### config.mk
export PLATFORM = sky130hd
export DESIGN_NAME = menu_lockout
export DESIGN_NICKNAME = d
export VERILOG_FILES = /design/src/inc/menu_pkg.sv /design/src/hw/menu_lockout.sv
export VERILOG_INCLUDE_DIRS = /design/src /design/src/inc
export SDC_FILE = /design/constraint.sdc
export NUM_CORES = 1
export LEC_CHECK = 0
export BUFFER_PORTS_ARGS = -buffer_cell sky130_fd_sc_hd__buf_4
export CELL_PAD_IN_SITES_DETAIL_PLACEMENT = 0
export CELL_PAD_IN_SITES_GLOBAL_PLACEMENT = 1
export CORE_UTILIZATION = 31
export DETAILED_ROUTE_END_ITERATION = 7
export HOLD_SLACK_MARGIN = 0.03
export PLACE_DENSITY = 0.63
export SLEW_MARGIN = 15
export SYNTH_ARGS = -nofsm -noshare
export SYNTH_HDL_FRONTEND = slang
export SYNTH_SLANG_ARGS = --single-unit
### constraint.sdc
create_clock -name clock_i -period 2.5 [get_ports clock_i]
set_input_delay 0.25 -clock clock_i [delete_from_list [all_inputs] [get_ports clock_i]]
set_output_delay 0.25 -clock clock_i [all_outputs]
set_load 0.1 [all_outputs]
### src/inc/menu_defines.svh
// Timing, address and reset constants for the push-button menu block.
`ifndef MENU_DEFINES_SVH
`define MENU_DEFINES_SVH

`define CLK_HZ          40000000
`define TICK_HZ         1000
`define HOLD_SHUT_LO_MS 20'h01388
`define HOLD_SHUT_HI_MS 20'h02710
`define HOLD_DIAG_LO_MS 20'h03A98
`define HOLD_DIAG_HI_MS 20'h04E20
`define HOLD_INT_LO_MS  20'h04E20
`define HOLD_INT_HI_MS  20'h061A8
`define HOLD_LOCK_LO_MS 20'h061A8
`define HOLD_LOCK_HI_MS 20'h07530
`define PB_FAIL_MS      20'h0EA60
`define MENU_IDLE_MS    20'h02710
`define LOCK_SHOW_MS    20'h02710
`define LIGHT_LOCK_MS   20'h061A8
`define PREHEAT_LOCK_MS 20'h927C0
`define NOFLAME_LOCK_MS 20'h01388
`define PAGE_HALF_MS    10'h0C8
`define VALUE_HALF_MS   10'h1F4
`define ADDR_SETTINGS   8'h00
`define ADDR_STATUS     8'h04
`define ADDR_LAST_LOCK  8'h08
`define LIGHT_EN_RST    1'b0
`define INTERM_RST      2'h2
`define RESP_OKAY       2'h0
`define RESP_DECERR     2'h3

`endif

### src/inc/menu_pkg.sv
// Types shared by the push-button menu block.
package menu_pkg;

  typedef enum logic [3:0] {
    CAUSE_NONE        = 4'h0,
    CAUSE_LIGHT_STBY  = 4'h1,
    CAUSE_PREHEAT_TMO = 4'h2,
    CAUSE_LIGHT_PURGE = 4'h3,
    CAUSE_LIGHT_HEAT  = 4'h4,
    CAUSE_NO_FLAME    = 4'h5,
    CAUSE_FAN         = 4'h6,
    CAUSE_VALVE_DRIVE = 4'h7,
    CAUSE_NVM         = 4'h8
  } cause_t;

  typedef enum logic [1:0] {
    INTERM_OFF = 2'h0,
    INTERM_1H  = 2'h1,
    INTERM_24H = 2'h2
  } interm_t;

  typedef enum logic [6:0] {
    ST_IDLE  = 7'h01,
    ST_HOLD  = 7'h02,
    ST_SHUT  = 7'h04,
    ST_SET   = 7'h08,
    ST_SHOWV = 7'h10,
    ST_SHOWL = 7'h20,
    ST_PBF   = 7'h40
  } state_t;

  typedef struct packed {
    logic       start;
    logic [2:0] count;
    logic       red;
    logic       slow;
  } blink_t;

endpackage
### src/hw/menu_lockout.sv
// Push-button programming menu, lockout classification and LED drive.
`timescale 1ns/1ps
`include "menu_defines.svh"
module menu_lockout
  import menu_pkg::*;
#(
  parameter int unsigned TICK_CYCLES = `CLK_HZ / `TICK_HZ
) (
  input  wire logic        clock_i,
  input  wire logic        rst_i,
  input  wire logic [7:0]  s_axi_awaddr_i,
  input  wire logic        s_axi_awvalid_i,
  output logic             s_axi_awready_o,
  input  wire logic [31:0] s_axi_wdata_i,
  input  wire logic [3:0]  s_axi_wstrb_i,
  input  wire logic        s_axi_wvalid_i,
  output logic             s_axi_wready_o,
  output logic [1:0]       s_axi_bresp_o,
  output logic             s_axi_bvalid_o,
  input  wire logic        s_axi_bready_i,
  input  wire logic [7:0]  s_axi_araddr_i,
  input  wire logic        s_axi_arvalid_i,
  output logic             s_axi_arready_o,
  output logic [31:0]      s_axi_rdata_o,
  output logic [1:0]       s_axi_rresp_o,
  output logic             s_axi_rvalid_o,
  input  wire logic        s_axi_rready_i,
  input  wire logic        button_i,
  input  wire logic        remote_reset_i,
  input  wire logic        running_i,
  input  wire logic        flame_i,
  input  wire logic        flame_loss_i,
  input  wire logic        oil_valve_open_i,
  input  wire logic        heater_fitted_i,
  input  wire logic        preheating_i,
  input  wire logic        light_standby_i,
  input  wire logic        light_prepurge_i,
  input  wire logic        light_preheat_i,
  input  wire logic        fan_fault_i,
  input  wire logic        valve_drive_fault_i,
  input  wire logic        nvm_error_i,
  output logic             led_red_o,
  output logic             led_green_o,
  output logic             shutdown_req_o,
  output logic             recycle_restore_o,
  output logic             restart_req_o,
  output logic             lockout_o,
  output logic             pb_fail_o,
  output logic             light_diag_en_o,
  output logic [1:0]       interm_mode_o
);

  function automatic logic in_win(input logic [19:0] t, input logic [19:0] lo,
                                  input logic [19:0] hi);
    in_win = (t >= lo) && (t < hi);
  endfunction

  logic [15:0] tick_cnt_reg;
  logic        tick_reg;
  logic        btn_q_reg;
  logic [19:0] hold_ms_reg;
  logic [19:0] timer_ms_reg;
  logic [19:0] light_ms_reg;
  logic [19:0] preheat_ms_reg;
  logic [19:0] noflame_ms_reg;
  state_t      st_reg;
  logic        page_int_reg;
  logic [1:0]  val_cnt_reg;
  logic        pb_fail_reg;
  logic        lockout_reg;
  cause_t      cause_reg;
  cause_t      last_cause_reg;
  logic        light_en_reg;
  interm_t     interm_pend_reg;
  interm_t     interm_act_reg;
  logic [3:0]  blink_left_reg;
  logic [9:0]  blink_ms_reg;
  logic        blink_red_reg;
  logic        blink_slow_reg;
  logic [9:0]  pat_ms_reg;
  logic [4:0]  pat_half_reg;
  logic        led_red_reg;
  logic        led_green_reg;
  logic        shutdown_reg;
  logic        restart_reg;
  logic        awready_reg;
  logic        wready_reg;
  logic        bvalid_reg;
  logic [1:0]  bresp_reg;
  logic [7:0]  awaddr_reg;
  logic [31:0] wdata_reg;
  logic        wstrb0_reg;
  logic        arready_reg;
  logic        rvalid_reg;
  logic [1:0]  rresp_reg;
  logic [31:0] rdata_reg;

  // Local and remote contacts act as one reset input.
  wire logic btn     = button_i | remote_reset_i;
  wire logic press   = btn & ~btn_q_reg;
  wire logic release_ev = ~btn & btn_q_reg;
  wire logic hold_inc = btn & tick_reg & (hold_ms_reg != `PB_FAIL_MS);
  wire logic pb_trip = btn & ~pb_fail_reg & (hold_ms_reg == `PB_FAIL_MS);
  wire logic win_shut = in_win(hold_ms_reg, `HOLD_SHUT_LO_MS, `HOLD_SHUT_HI_MS);
  wire logic win_diag = in_win(hold_ms_reg, `HOLD_DIAG_LO_MS, `HOLD_DIAG_HI_MS);
  wire logic win_int  = in_win(hold_ms_reg, `HOLD_INT_LO_MS, `HOLD_INT_HI_MS);
  wire logic win_lock = in_win(hold_ms_reg, `HOLD_LOCK_LO_MS, `HOLD_LOCK_HI_MS);
  wire logic [1:0] val_max = page_int_reg ? 2'h3 : 2'h2;
  wire logic idle_done = (st_reg == ST_SET) & tick_reg & ~btn
                       & (timer_ms_reg == `MENU_IDLE_MS - 20'h1);
  wire logic show_done = (st_reg == ST_SHOWL) & tick_reg & ~press
                       & (timer_ms_reg == `LOCK_SHOW_MS - 20'h1);
  // Stored value after the idle timeout; no press keeps the old one.
  wire logic     light_new  = (val_cnt_reg == 2'h0) ? light_en_reg : (val_cnt_reg == 2'h1);
  wire interm_t  interm_new = (val_cnt_reg == 2'h0) ? interm_pend_reg
                            : interm_t'(val_cnt_reg - 2'h1);
  wire logic [2:0] value_blinks = page_int_reg ? {1'b0, interm_new} + 3'h1
                                : (light_new ? 3'h1 : 3'h2);
  // Page announcement starts as the hold crosses each window's lower edge.
  wire logic ann_tick = (st_reg == ST_HOLD) & hold_inc;
  wire blink_t page_blink = '{start: ann_tick & ((hold_ms_reg == `HOLD_SHUT_LO_MS - 20'h1)
                              | (hold_ms_reg == `HOLD_DIAG_LO_MS - 20'h1)
                              | (hold_ms_reg == `HOLD_INT_LO_MS - 20'h1)
                              | (hold_ms_reg == `HOLD_LOCK_LO_MS - 20'h1)),
                              count: (hold_ms_reg < `HOLD_INT_LO_MS - 20'h1) ? 3'h2
                                   : (hold_ms_reg < `HOLD_LOCK_LO_MS - 20'h1) ? 3'h3 : 3'h4,
                              red: hold_ms_reg < `HOLD_DIAG_LO_MS - 20'h1, slow: 1'b0};
  wire blink_t value_blink = '{start: idle_done, count: value_blinks, red: 1'b0, slow: 1'b1};
  wire blink_t blink_go = page_blink.start ? page_blink : value_blink;
  wire logic [9:0] blink_half = blink_slow_reg ? `VALUE_HALF_MS : `PAGE_HALF_MS;
  wire logic blink_lit = (blink_left_reg != 4'h0) & ~blink_left_reg[0];
  // Lockout causes; the first one seen is kept until the operator resets.
  wire logic light_any = light_standby_i | light_prepurge_i | light_preheat_i;
  wire logic light_trip = tick_reg & light_any & (light_ms_reg == `LIGHT_LOCK_MS - 20'h1);
  wire logic heat_trip = tick_reg & heater_fitted_i & preheating_i
                       & (preheat_ms_reg == `PREHEAT_LOCK_MS - 20'h1);
  wire logic flame_trip = tick_reg & oil_valve_open_i & ~flame_i
                        & (noflame_ms_reg == `NOFLAME_LOCK_MS - 20'h1);
  wire cause_t lock_cause = fan_fault_i ? CAUSE_FAN
                          : valve_drive_fault_i ? CAUSE_VALVE_DRIVE
                          : nvm_error_i ? CAUSE_NVM
                          : flame_trip ? CAUSE_NO_FLAME
                          : heat_trip ? CAUSE_PREHEAT_TMO
                          : !light_trip ? CAUSE_NONE
                          : light_standby_i ? CAUSE_LIGHT_STBY
                          : light_prepurge_i ? CAUSE_LIGHT_PURGE : CAUSE_LIGHT_HEAT;
  wire logic lock_event = ~lockout_reg & (lock_cause != CAUSE_NONE);
  wire logic lock_clear = lockout_reg & release_ev & ~pb_fail_reg;
  wire logic apply_interm = shutdown_reg | flame_loss_i;
  // Lockout pattern: red blinks as many times as the cause code, then a pause; the no-flame cause shows steady red.
  wire cause_t shown = lockout_reg ? cause_reg : last_cause_reg;
  wire logic [4:0] pat_len = {shown, 1'b0} + 5'h4;
  wire logic pat_red = (shown == CAUSE_NO_FLAME)
                     | ((pat_half_reg < {shown, 1'b0}) & ~pat_half_reg[0]);
  wire logic led_red_next = pb_fail_reg ? ~pat_half_reg[0]
                          : (lockout_reg | st_reg == ST_SHOWL) ? pat_red
                          : blink_lit & blink_red_reg;
  wire logic led_green_next = ~lockout_reg & ~pb_fail_reg
                            & ((st_reg == ST_SET) ? btn : blink_lit & ~blink_red_reg);
  wire logic do_write = ~awready_reg & ~wready_reg & ~bvalid_reg;
  wire logic set_hit = awaddr_reg == `ADDR_SETTINGS;
  wire logic [31:0] rd_word = (s_axi_araddr_i == `ADDR_SETTINGS)
                            ? {29'h0, interm_pend_reg, light_en_reg}
                            : (s_axi_araddr_i == `ADDR_STATUS)
                            ? {17'h0, st_reg, cause_reg, interm_act_reg, pb_fail_reg, lockout_reg}
                            : {28'h0, last_cause_reg};
  wire logic rd_ok = (s_axi_araddr_i == `ADDR_SETTINGS) | (s_axi_araddr_i == `ADDR_STATUS)
                   | (s_axi_araddr_i == `ADDR_LAST_LOCK);

  always_ff @(posedge clock_i) begin
    if (rst_i) begin
      tick_cnt_reg <= 16'h0000;
      tick_reg     <= 1'b0;
    end else begin
      tick_reg     <= tick_cnt_reg == 16'(TICK_CYCLES - 1);
      tick_cnt_reg <= (tick_cnt_reg == 16'(TICK_CYCLES - 1)) ? 16'h0000 : tick_cnt_reg + 16'h1;
    end
  end

  always_ff @(posedge clock_i) begin
    if (rst_i) begin
      btn_q_reg      <= 1'b0;
      hold_ms_reg    <= 20'h0;
      pb_fail_reg    <= 1'b0;
      restart_reg    <= 1'b0;
      light_ms_reg   <= 20'h0;
      preheat_ms_reg <= 20'h0;
      noflame_ms_reg <= 20'h0;
    end else begin
      btn_q_reg      <= btn;
      hold_ms_reg    <= press ? 20'h0 : hold_ms_reg + {19'h0, hold_inc};
      pb_fail_reg    <= pb_trip | (pb_fail_reg & btn);
      restart_reg    <= pb_trip & ~lockout_reg;
      light_ms_reg   <= (light_any & ~lockout_reg) ? light_ms_reg + {19'h0, tick_reg} : 20'h0;
      preheat_ms_reg <= (heater_fitted_i & preheating_i & ~lockout_reg)
                        ? preheat_ms_reg + {19'h0, tick_reg} : 20'h0;
      noflame_ms_reg <= (oil_valve_open_i & ~flame_i & ~lockout_reg)
                        ? noflame_ms_reg + {19'h0, tick_reg} : 20'h0;
    end
  end

  always_ff @(posedge clock_i) begin
    if (rst_i) begin
      lockout_reg    <= 1'b0;
      cause_reg      <= CAUSE_NONE;
      last_cause_reg <= CAUSE_NONE;
    end else begin
      lockout_reg    <= lock_event | (lockout_reg & ~lock_clear);
      cause_reg      <= lock_event ? lock_cause : cause_reg;
      last_cause_reg <= lock_event ? lock_cause : last_cause_reg;
    end
  end

  always_ff @(posedge clock_i) begin
    if (rst_i) begin
      st_reg       <= ST_IDLE;
      page_int_reg <= 1'b0;
      val_cnt_reg  <= 2'h0;
      timer_ms_reg <= 20'h0;
      shutdown_reg <= 1'b0;
    end else begin
      shutdown_reg <= 1'b0;
      if (pb_trip || lock_event) begin
        st_reg <= pb_trip ? ST_PBF : ST_IDLE;
      end else begin
        unique case (st_reg)
          ST_IDLE: if (press && running_i && !lockout_reg) st_reg <= ST_HOLD;
          ST_HOLD: if (release_ev) begin
            timer_ms_reg <= 20'h0;
            val_cnt_reg  <= 2'h0;
            page_int_reg <= win_int;
            st_reg       <= win_shut ? ST_SHUT : (win_diag | win_int) ? ST_SET
                          : win_lock ? ST_SHOWL : ST_IDLE;
          end
          ST_SHUT: if (blink_left_reg == 4'h0) begin
            shutdown_reg <= 1'b1;
            st_reg       <= ST_IDLE;
          end
          ST_SET: begin
            if (press && val_cnt_reg != val_max) val_cnt_reg <= val_cnt_reg + 2'h1;
            if (btn) timer_ms_reg <= 20'h0;
            else timer_ms_reg <= timer_ms_reg + {19'h0, tick_reg};
            if (idle_done) st_reg <= ST_SHOWV;
          end
          ST_SHOWV: if (blink_left_reg == 4'h0) st_reg <= ST_IDLE;
          ST_SHOWL: begin
            timer_ms_reg <= press ? 20'h0 : timer_ms_reg + {19'h0, tick_reg};
            if (show_done) st_reg <= ST_IDLE;
          end
          ST_PBF: if (!btn) st_reg <= ST_IDLE;
          default: st_reg <= ST_IDLE;
        endcase
      end
    end
  end

  always_ff @(posedge clock_i) begin
    if (rst_i) begin
      light_en_reg    <= `LIGHT_EN_RST;
      interm_pend_reg <= interm_t'(`INTERM_RST);
      interm_act_reg  <= interm_t'(`INTERM_RST);
    end else begin
      if (idle_done && !page_int_reg) light_en_reg <= light_new;
      if (idle_done && page_int_reg) interm_pend_reg <= interm_new;
      if (do_write && set_hit && wstrb0_reg) begin
        light_en_reg    <= wdata_reg[0];
        interm_pend_reg <= (wdata_reg[2:1] == 2'h3) ? INTERM_24H : interm_t'(wdata_reg[2:1]);
      end
      if (apply_interm) interm_act_reg <= interm_pend_reg;
    end
  end

  always_ff @(posedge clock_i) begin
    if (rst_i) begin
      blink_left_reg <= 4'h0;
      blink_ms_reg   <= 10'h000;
      blink_red_reg  <= 1'b0;
      blink_slow_reg <= 1'b0;
    end else if (blink_go.start) begin
      blink_left_reg <= {blink_go.count, 1'b0};
      blink_ms_reg   <= 10'h000;
      blink_red_reg  <= blink_go.red;
      blink_slow_reg <= blink_go.slow;
    end else if (tick_reg && blink_left_reg != 4'h0) begin
      blink_ms_reg   <= (blink_ms_reg == blink_half - 10'h1) ? 10'h000 : blink_ms_reg + 10'h1;
      if (blink_ms_reg == blink_half - 10'h1) blink_left_reg <= blink_left_reg - 4'h1;
    end
  end

  always_ff @(posedge clock_i) begin
    if (rst_i) begin
      pat_ms_reg    <= 10'h000;
      pat_half_reg  <= 5'h00;
      led_red_reg   <= 1'b0;
      led_green_reg <= 1'b0;
    end else begin
      if (tick_reg) pat_ms_reg <= (pat_ms_reg == `VALUE_HALF_MS - 10'h1) ? 10'h000
                                  : pat_ms_reg + 10'h1;
      if (tick_reg && pat_ms_reg == `VALUE_HALF_MS - 10'h1)
        pat_half_reg <= (pat_half_reg >= pat_len - 5'h1) ? 5'h00 : pat_half_reg + 5'h1;
      led_red_reg   <= led_red_next;
      led_green_reg <= led_green_next;
    end
  end

  always_ff @(posedge clock_i) begin
    if (rst_i) begin
      awready_reg <= 1'b1;
      wready_reg  <= 1'b1;
      bvalid_reg  <= 1'b0;
      bresp_reg   <= `RESP_OKAY;
      awaddr_reg  <= 8'h00;
      wdata_reg   <= 32'h0000_0000;
      wstrb0_reg  <= 1'b0;
    end else begin
      if (s_axi_awvalid_i && awready_reg) begin
        awaddr_reg  <= s_axi_awaddr_i;
        awready_reg <= 1'b0;
      end
      if (s_axi_wvalid_i && wready_reg) begin
        wdata_reg  <= s_axi_wdata_i;
        wstrb0_reg <= s_axi_wstrb_i[0];
        wready_reg <= 1'b0;
      end
      if (do_write) begin
        bvalid_reg <= 1'b1;
        bresp_reg  <= (set_hit || awaddr_reg == `ADDR_STATUS || awaddr_reg == `ADDR_LAST_LOCK)
                      ? `RESP_OKAY : `RESP_DECERR;
      end
      if (bvalid_reg && s_axi_bready_i) begin
        bvalid_reg  <= 1'b0;
        awready_reg <= 1'b1;
        wready_reg  <= 1'b1;
      end
    end
  end

  always_ff @(posedge clock_i) begin
    if (rst_i) begin
      arready_reg <= 1'b1;
      rvalid_reg  <= 1'b0;
      rresp_reg   <= `RESP_OKAY;
      rdata_reg   <= 32'h0000_0000;
    end else if (s_axi_arvalid_i && arready_reg) begin
      arready_reg <= 1'b0;
      rvalid_reg  <= 1'b1;
      rresp_reg   <= rd_ok ? `RESP_OKAY : `RESP_DECERR;
      rdata_reg   <= rd_ok ? rd_word : 32'h0000_0000;
    end else if (rvalid_reg && s_axi_rready_i) begin
      rvalid_reg  <= 1'b0;
      arready_reg <= 1'b1;
    end
  end

  assign s_axi_awready_o   = awready_reg;
  assign s_axi_wready_o    = wready_reg;
  assign s_axi_bvalid_o    = bvalid_reg;
  assign s_axi_bresp_o     = bresp_reg;
  assign s_axi_arready_o   = arready_reg;
  assign s_axi_rvalid_o    = rvalid_reg;
  assign s_axi_rresp_o     = rresp_reg;
  assign s_axi_rdata_o     = rdata_reg;
  assign led_red_o         = led_red_reg;
  assign led_green_o       = led_green_reg;
  assign shutdown_req_o    = shutdown_reg;
  assign recycle_restore_o = shutdown_reg;
  assign restart_req_o     = restart_reg;
  assign lockout_o         = lockout_reg;
  assign pb_fail_o         = pb_fail_reg;
  assign light_diag_en_o   = light_en_reg;
  assign interm_mode_o     = interm_act_reg;
endmodule

* Yosys cells after proc, flatten, opt, wreduce, memory -nomap -nowiden
Index checks and enable logic that the tools add are counted.
Storage, ports and cells: register bits 227, bits of input ports 73, output and inout bits 51, word-level logic and storage cells 288
Cells by class: add/subtract/negate cells 16, $lt $le $gt $ge 13, equal/unequal tests 36, multiplexer cells 60, bitwise gates (word level) 73, reduce and logical (&&, ||, !) cells 51
Operators by type and width (number):
- 20-bit by 1-bit adder with 20-bit output | 5
- 20-bit by 15-bit less-than comparator with 1-bit output, second input constant | 5
- 20-bit by 15-bit == test with 1-bit output, second input constant | 3
- 20-bit 2-to-1 mux | 3
- 20-bit one-hot mux with 3 select lines | 1
- 7-bit 2-to-1 mux | 8
- 15-bit 2-to-1 mux | 3
- 7-bit one-hot mux with 6 select lines | 1
- 1-bit AND | 41
- 20-bit by 13-bit == test with 1-bit output, second input constant | 2
- 20-bit by 14-bit == test with 1-bit output, second input constant | 2
- 20-bit by 15-bit >= comparator with 1-bit output, second input constant | 2
- 20-bit by 14-bit less-than comparator with 1-bit output, second input constant | 2
- 3-bit 2-to-1 mux | 8
- 4-bit 2-to-1 mux | 6
- 6-bit 2-to-1 mux | 4
- 10-bit by 1-bit adder with 10-bit output, second input constant | 2
- 20-bit by 16-bit == test with 1-bit output, second input constant | 1
- 20-bit == test, second input constant | 1
- 20-bit by 13-bit >= comparator with 1-bit output, second input constant | 1
- 20-bit by 14-bit >= comparator with 1-bit output, second input constant | 1
- 10-bit 2-to-1 mux | 2
- 20-bit by 16-bit != test with 1-bit output, second input constant | 1
- 1-bit logical AND | 18
- other kinds (53) | 126

* Depth between registers and ports, before layout
Gate-level depths: netlist of run 1.
word-level depth 15, depth in mapped cells 13, gate-level depth less buffers 12

* Worst setup path after synthesis of run 1
Ideal clock, no wire load.
path type register -> register, start point register hold_ms_reg[5], end point register hold_ms_reg[16], library setup time 0.128 ns, arrival 2.519 ns, data required time 2.372 ns, slack -0.146 ns, stages on the path, launching flop included 14, path buffers 1, period minus slack after synthesis 2.646 ns, cell sequence dfxtp_1 -> clkbuf_1 -> nor4bb_1 -> and4b_1 -> a21oi_1 -> ha_1 -> ha_1 -> nand3_1 -> nor3_1 -> nand2_1 -> nor3_1 -> nand3_1 -> xor2_1 -> nor2_1
On the way: word-level cells in the longest chain between the ends 3
Ends and longest elaborated chain:
- start: declaration | line menu_lockout.sv:61 | logic [19:0] hold_ms_reg;
- start signal: assignment | line menu_lockout.sv:191 | hold_ms_reg <= press ? 20'h0 : hold_ms_reg + {19'h0, hold_inc};
- 20-bit by 16-bit != test with 1-bit output (no line)
- 1-bit AND | line menu_lockout.sv:102 | wire logic hold_inc = btn & tick_reg & (hold_ms_reg != `PB_FAIL_MS);
- 20-bit by 1-bit adder with 20-bit output (*) | line menu_lockout.sv:191
Every way passes the cells marked *; elsewhere a longest branch is shown, timed or not. A chain may end at the register's enable or synchronous reset.

* Worst setup path in the final report of run 1
start point register st_reg[5], end point register timer_ms_reg[3]
On the way: word-level cells in the longest chain between the ends 3, elaborated cells between the ends (all ways) 7, classes of those cells eq/ne: 4; mux: 1; reduce/logical: 2
Ends and longest elaborated chain:
- start: declaration | line menu_lockout.sv:66 | state_t st_reg;
- start signal: assignment | line menu_lockout.sv:224 | st_reg <= pb_trip ? ST_PBF : ST_IDLE;
- start signal: assignment | line menu_lockout.sv:232 | st_reg <= win_shut ? ST_SHUT : (win_diag | win_int) ? ST_SET
- 7-bit by 2-bit == test with 1-bit output (tied with other cells) | line menu_lockout.sv:226 | unique case (st_reg)
- 2-bit != test (no line) / 3-bit nonzero test (equally long branches)
- 3-bit AND reduction (no line)
- end signal: assignment | line menu_lockout.sv:242 | else timer_ms_reg <= timer_ms_reg + {19'h0, tick_reg};
- end signal: assignment | line menu_lockout.sv:247 | timer_ms_reg <= press ? 20'h0 : timer_ms_reg + {19'h0, tick_reg};
- end: declaration | line menu_lockout.sv:62 | logic [19:0] timer_ms_reg;
Several ways; a longest one is shown, not always the timed one.

==> flow_summary.toml, run 1 <==
[synthesis]
ys.warnings.count = 0
syn_area_per_cell_um2 = 8.22
syn_area_um2 = 10400
ys_top_cells_by_area = "dfxtp_1, nor2_1, xor2_1, nand2_1, a21oi_1"
synth-main-ff-cell = "dfxtp_1"
post-synth-top-count-cell = "dfxtp_1"
yosys-top-cells-count = "dfxtp_1, nor2_1, nand2_1"
synth_top_cell_by_area = "dfxtp_1"
synthDistinctLibCells = 75
seq_area_frac_synth_pct = 40.0
synth_seq_cells = 208
synth.top_cell.area_share_pct = 40.0
synth_edf_count = 0
ys_async_sr_fraction_pct = 0
netlist_instances = 1267

[power]
intPower_uw = 5950
p_seq_share_pct = 43.1
clock_power_share_pct = 48.7
cellPowerDensity_nw_per_um2 = 552
leakagePower_uw = 0.00553
combPwrFrac_pct = 8.2
p_switching_uw = 1890
peakVddDrop_v = 0.000424
totalPowerFinal_uw = 7840
p_sw_share_pct = 24.1

[global_route]
antenna_found_initial = 1
grt_pass1_wl_mm = 46.6
grtUsageTotal_pct = 16.8
grt_max_degree = 42
grt-ovfl-total = 0
grt_pass1_vias = 9246

[routing]
routed_wl_mm = 28.6
route.vias.total = 9681
first_pass_iters = 4
drtIter0Drc = 409
viasPerCell = 4.86
wire_per_inst_um = 14.4
antenna_left = 0
drt_drc_violations_left = 0

[placed_design]
hpwl_mm = 21.0
port_buffers = 74
gp_congestion = 0.851

[floorplanning]
std_cell_rows = 66
die_w_um = 185
die_h_um = 185
initial_core_util_pct = 31.7
core_um2 = 32800
die-area_um2 = 34300
io_pins = 124

[sta]
slew_headroom_pct = 41.6
worst_slack_ps = -127
tightestPinTransition_ps = 875
hold_viol = 0
rsz0062_at_grt = "true"
setup_tns_ps = -1620
slew_violations = 0
fmax_mhz = 381
whs_ps = 66.5
clock_skew_ps = 14.9
fin_crit_ps = 2630
fin_crit_sh_pct = 105
setup_viol = 28

[hold_path]
hp-class = "in -> reg"

[cts]
cts_made_buffers = 24
clock_path_buffers = 3
path_clk_slew_ps = 60
htreeDepth = 1
insertion_delay_ps = 530
cts_tree = "built"
clock_sinks = 208
cts_root_buffer = "clkbuf_16"

[finish]
drive_gt1_share_pct = 25.4
syn_to_final_growth_pct = 36.4
nets = 1635

[worst_setup_path]
path_common_cell = "or4_4"
path_delay_family = "simple AND/OR/NAND/NOR gates"
worstPathRequired_ps = 2950
slowest_delay_ps = 560
arrival_ps = 3070
slowest_stage = "or4_4"
cp_cell_sequence = "or4_4 -> or4b_4 -> nand2b_4 -> buf_6 -> a22oi_2 -> buf_12 -> or4_4 -> a21oi_2"
critPathLaunchType = "register"
critPathMaxFanout = 26
worst_setup_path_end_kind = "register"
path_buf_inv = 2
crit_type = "reg -> reg"

[flow_run]
drv_cap = 0

[run_status]
status = "complete, but fails checks"
failed_checks = "setup timing"
==> repair_timing <==
item,CTS,global route
resized for setup,28,47
pin swaps,9,16
setup buffers,4,6
cloned,0,0
hold buffers,19,0
endpoints found under the setup margin,55,64
endpoints found under the hold margin,20,0
==> through the flow <==
stage / instances / util [%] / setup slack, ps / instance area [um^2]
2_1_floorplan: 1283 / - / 14.2 / 10500
3_3_place_gp: 1922 / 39.0 / -335 / 12800
3_5_place_dp: 1922 / 39.0 / -313 / 12800
4_1_cts: 1988 / 42.6 / -127 / 14000
5_1_grt: 1993 / 43.3 / -202 / 14200
6_report: 1993 / 43.3 / -127 / 14200
==> worst register-to-register path: stages (launching register included) <==
cell and delay, ps:
dfxtp_2 320, or4_4 560, or4b_4 530, nand2b_4 110, buf_6 100, a22oi_2 70
buf_12 190, or4_4 520, a21oi_2 150
==> metal layers <==
metal / global-route usage [%] / part of all wire [%] / vias up
met1: 23.1 / 50 / 4484
met4: 4.53 / 2.2 / 0
met3: 2.28 / 3.7 / 46
li1: - / - / 5003
met2: 27.2 / 44 / 148
met5: 0 / 0 / -
==> final cells by class <==
class	count	area (um^2)
Fill cell	3281	18600
Multi-Input combinational cell	969	6130
Sequential cell	208	4170
Timing Repair Buffer	297	2340
Clock buffer	35	723
Tap cell	442	553
Clock inverter	8	140
Inverter	33	124
Antenna cell	1	2.50
==> power by group through the flow <==
| stage | logic, uW | registers (uW) | clock network (uW) |
|---|---|---|---|
| 2_1_floorplan | 335 | 3530 | 0 |
| 4_1_cts | 638 | 3380 | 3950 |
| 3_3_place_gp | 608 | 3450 | 0 |
| 5_1_grt | 686 | 3380 | 4090 |
| 6_report | 641 | 3380 | 3820 |
| 3_5_place_dp | 610 | 3450 | 0 |
==> final timing paths <==
path	start	to	slack [ps]	depth (start not counted)
setup / recovery	st_reg[5]	timer_ms_reg[3]	-130	8
setup reg to reg	st_reg[5]	timer_ms_reg[3]	-130	8
hold / removal	s_axi_awvalid_i	awaddr_reg[5]	70	3
hold reg to reg	awaddr_reg[6]	awaddr_reg[6]	460	2
==> layout by cell type, fill, tap and decap left out, types with 19 or more instances in the layout <==
cell and instances:
dfxtp_1 202, nand2_1 106, and3_1 31, xnor2_1 30
nand4_1 37, buf_4 267, or3_1 23, clkbuf_16 25
dlygate4sd3_1 19, xor2_1 65, ha_1 27, a21oi_1 71
inv_1 30, nand3_1 66, nor2_1 177, nor3_1 24
o21ai_1 29
==> cell families after synthesis <==
group,share of synthesized area [%]
and+or+nand+nor,29.7
AOI/OAI and AO/OA,13.2
DFF,40.0
buffers and inverters,4.65
xor gates and xnor gates,7.99
adders and majority gates,3.49
muxes,0.998
other,0.0360
Note: power is estimated with default switching activity, not from simulation.
==> run 2, diff against run 1 <==
- ABC_AREA: not set -> 1
- BUFFER_PORTS_ARGS: -buffer_cell sky130_fd_sc_hd__buf_4 -> not set
- CTS_BUF_LIST: not set -> sky130_fd_sc_hd__clkbuf_2 sky130_fd_sc_hd__clkbuf_4 sky130_fd_sc_hd__clkbuf_8
- DONT_BUFFER_PORTS: not set -> 1
- PLACE_DENSITY: 0.63 -> 0.61
==> flow_summary.toml, run 2 <==
[worst_setup_path]
critPathMaxFanout = 3
critPathLaunchType = "register"
worstPathRequired_ps = 2970
slowest_delay_ps = 330
path_common_cell = "nor2_4"
crit_type = "reg -> reg"
path_buf_inv = 3
worst_setup_path_end_kind = "register"
slowest_stage = "dfxtp_2"
arrival_ps = 2860
cp_cell_sequence = "inv_2 -> nand2_2 -> inv_2 -> nand3_4 -> nor2_4 -> nand2_2 -> nand3_2 -> inv_2 -> ha_4 -> nand3_4 -> nor2_4 -> nand2_2 -> nor2_4 -> nand3_2 -> nor2_2 -> nand3_2 -> nor2_4 -> nand3_2 -> nor2_4 -> nand2_1 -> nand2_1 -> a21oi_1"
path_delay_family = "simple AND/OR/NAND/NOR gates"

[cts]
insertion_delay_ps = 600
path_clk_slew_ps = 60
cts_root_buffer = "clkbuf_8"
cts_made_buffers = 42
htreeDepth = 2
cts_tree = "built"
clock_path_buffers = 3
clock_sinks = 208

[routing]
drtIter0Drc = 524
first_pass_iters = 5
routed_wl_mm = 30.7
viasPerCell = 4.63
antenna_left = 0
wire_per_inst_um = 13.2
route.vias.total = 10789
drt_drc_violations_left = 0

[synthesis]
synth-main-ff-cell = "dfxtp_1"
ys_top_cells_by_area = "dfxtp_1, nand2_1, nor2_1, inv_1, nand3_1"
ys_async_sr_fraction_pct = 0
synth.top_cell.area_share_pct = 37.3
syn_area_per_cell_um2 = 6.85
synth_top_cell_by_area = "dfxtp_1"
synth_seq_cells = 208
seq_area_frac_synth_pct = 37.3
post-synth-top-count-cell = "nand2_1"
yosys-top-cells-count = "nand2_1, nor2_1, dfxtp_1"
syn_area_um2 = 11200
synth_edf_count = 0
synthDistinctLibCells = 59
ys.warnings.count = 0
netlist_instances = 1629

[finish]
drive_gt1_share_pct = 21.4
final_cells = 2328
nets = 1940
final_common_cell = "nand2_1"
fill_cells = 3725
syn_to_final_growth_pct = 29.0
n_antenna_cell = 0
final_cell_mix = "nand2_1, nor2_1, dfxtp_1"
utilization_pct = 40.6

[power]
intPower_uw = 5710
cellPowerDensity_nw_per_um2 = 543
p_seq_share_pct = 43.9
leakagePower_uw = 0.00576
combPwrFrac_pct = 8.5
peakVddDrop_v = 0.000296
p_switching_uw = 2100
clock_power_share_pct = 47.6
p_sw_share_pct = 26.9

[sta]
setup_viol = 0
whs_ps = 56.3
setup_tns_ps = 0
rsz0062_at_grt = "true"
slew_violations = 0
worst_slack_ps = 111
fin_crit_ps = 2390
tightestPinTransition_ps = 1010
fin_crit_sh_pct = 95.6
hold_viol = 0
slew_headroom_pct = 32.6
fmax_mhz = 419
clock_skew_ps = 34.9

[floorplanning]
die_h_um = 192
core_um2 = 35500
die-area_um2 = 36700
initial_core_util_pct = 31.4
io_pins = 124
die_w_um = 192
std_cell_rows = 69

[global_route]
grtUsageMet1_pct = 22.5
grt_busiest_layer = "met2"
grt_pass1_vias = 10262
grt-ovfl-total = 0
met2_usage_pct = 27.6
grt_pass1_wl_mm = 50.6
antenna_found_initial = 0
use_met3_pct = 3.62
grtUsageTotal_pct = 17.1
grt_max_degree = 40

[placed_design]
hpwl_mm = 22.1
port_buffers = 0
pre_cts_slack_ps = -214
dp.cells = 2189
gp_congestion = 0.839

[flow_run]
drv_cap = 0

[hold_path]
hp-class = "in -> reg"

[run_status]
status = "complete, no violations"
[run 2: cell types whose count changed in the layout (fill, tap and decap cells not counted), sizes merged, moves of 35 or more]
cell and delta:
nor2 +95, inv +186, buf -119, nand2 +193, nand3 +63, clkbuf +35, xor2 -44, o21ai +47
[run 2: area by class of cell]
cell class                      instances  area [um^2]  share of cell area [%]
Sequential cell                       208         4180                    29.0
Multi-Input combinational cell       1164         6250                    43.4
Inverter                              222          835                    5.80
Tap cell                              461          577                    4.01
Clock buffer                           70          863                    6.00
Clock inverter                          3         23.8                   0.165
Timing Repair Buffer                  200         1670                    11.6
[run 2: metrics by stage]
| step | instance area [um^2] | total power (uW) |
|---|---|---|
| CTS | 14000 | 7980 |
| detailed placement | 12500 | 4100 |
| floorplan | 11200 | 3980 |
| global route | 14400 | 8180 |
| global placement | 12500 | 4090 |
| finish | 14400 | 7810 |
[run 2: kinds of logic after synthesis]
family / after synthesis / synth area share, %
flops: 208 / 37.3
simple gates: 849 / 35.2
fa+ha+maj: 29 / 3.25
buf+inv: 273 / 10.3
other cells: 1 / 0.0336
compound gates: 243 / 11.8
xor+xnor: 25 / 1.96
mux: 1 / 0.101
[run 2: repair_timing]
item | CTS | global route
gates resized for setup | 23 | 72
hold buffers | 42 | 0
buffers inserted | 14 | 10
hold endpoints to repair | 69 | 0
endpoints found under the setup margin | 5 | 37
pin swaps | 9 | 30
[run 2: final timing paths]
kind / startpoint / to / slack, ps / depth (start not counted)
worst min-delay path: s_axi_awvalid_i / s_axi_awready_o / 60 / 3
worst max register to register: hold_ms_reg[8] / hold_ms_reg[19] / 110 / 22
worst max-delay path: hold_ms_reg[8] / hold_ms_reg[19] / 110 / 22
worst min register to register: tick_cnt_reg[0] / tick_cnt_reg[0] / 440 / 1
[run 2: worst min-delay path, stage by stage]
cell and delay (ps):
nand2_1 180, nand2_1 110, nand2_1 50
[run 2: power by group through the flow]
stage	sequential, uW	clock, uW	combinational, uW
floorplan	3560	0	418
global placement	3500	0	593
detailed placement	3500	0	595
CTS	3430	3880	668
global route	3440	4020	731
finish	3430	3710	663
[run 2: layer usage]
layer  vias up  routed length, um
met4         0                677
met5         -                  0
li1       5720                  -
met1      4846              15100
met3        50               1320
met2       173              13700
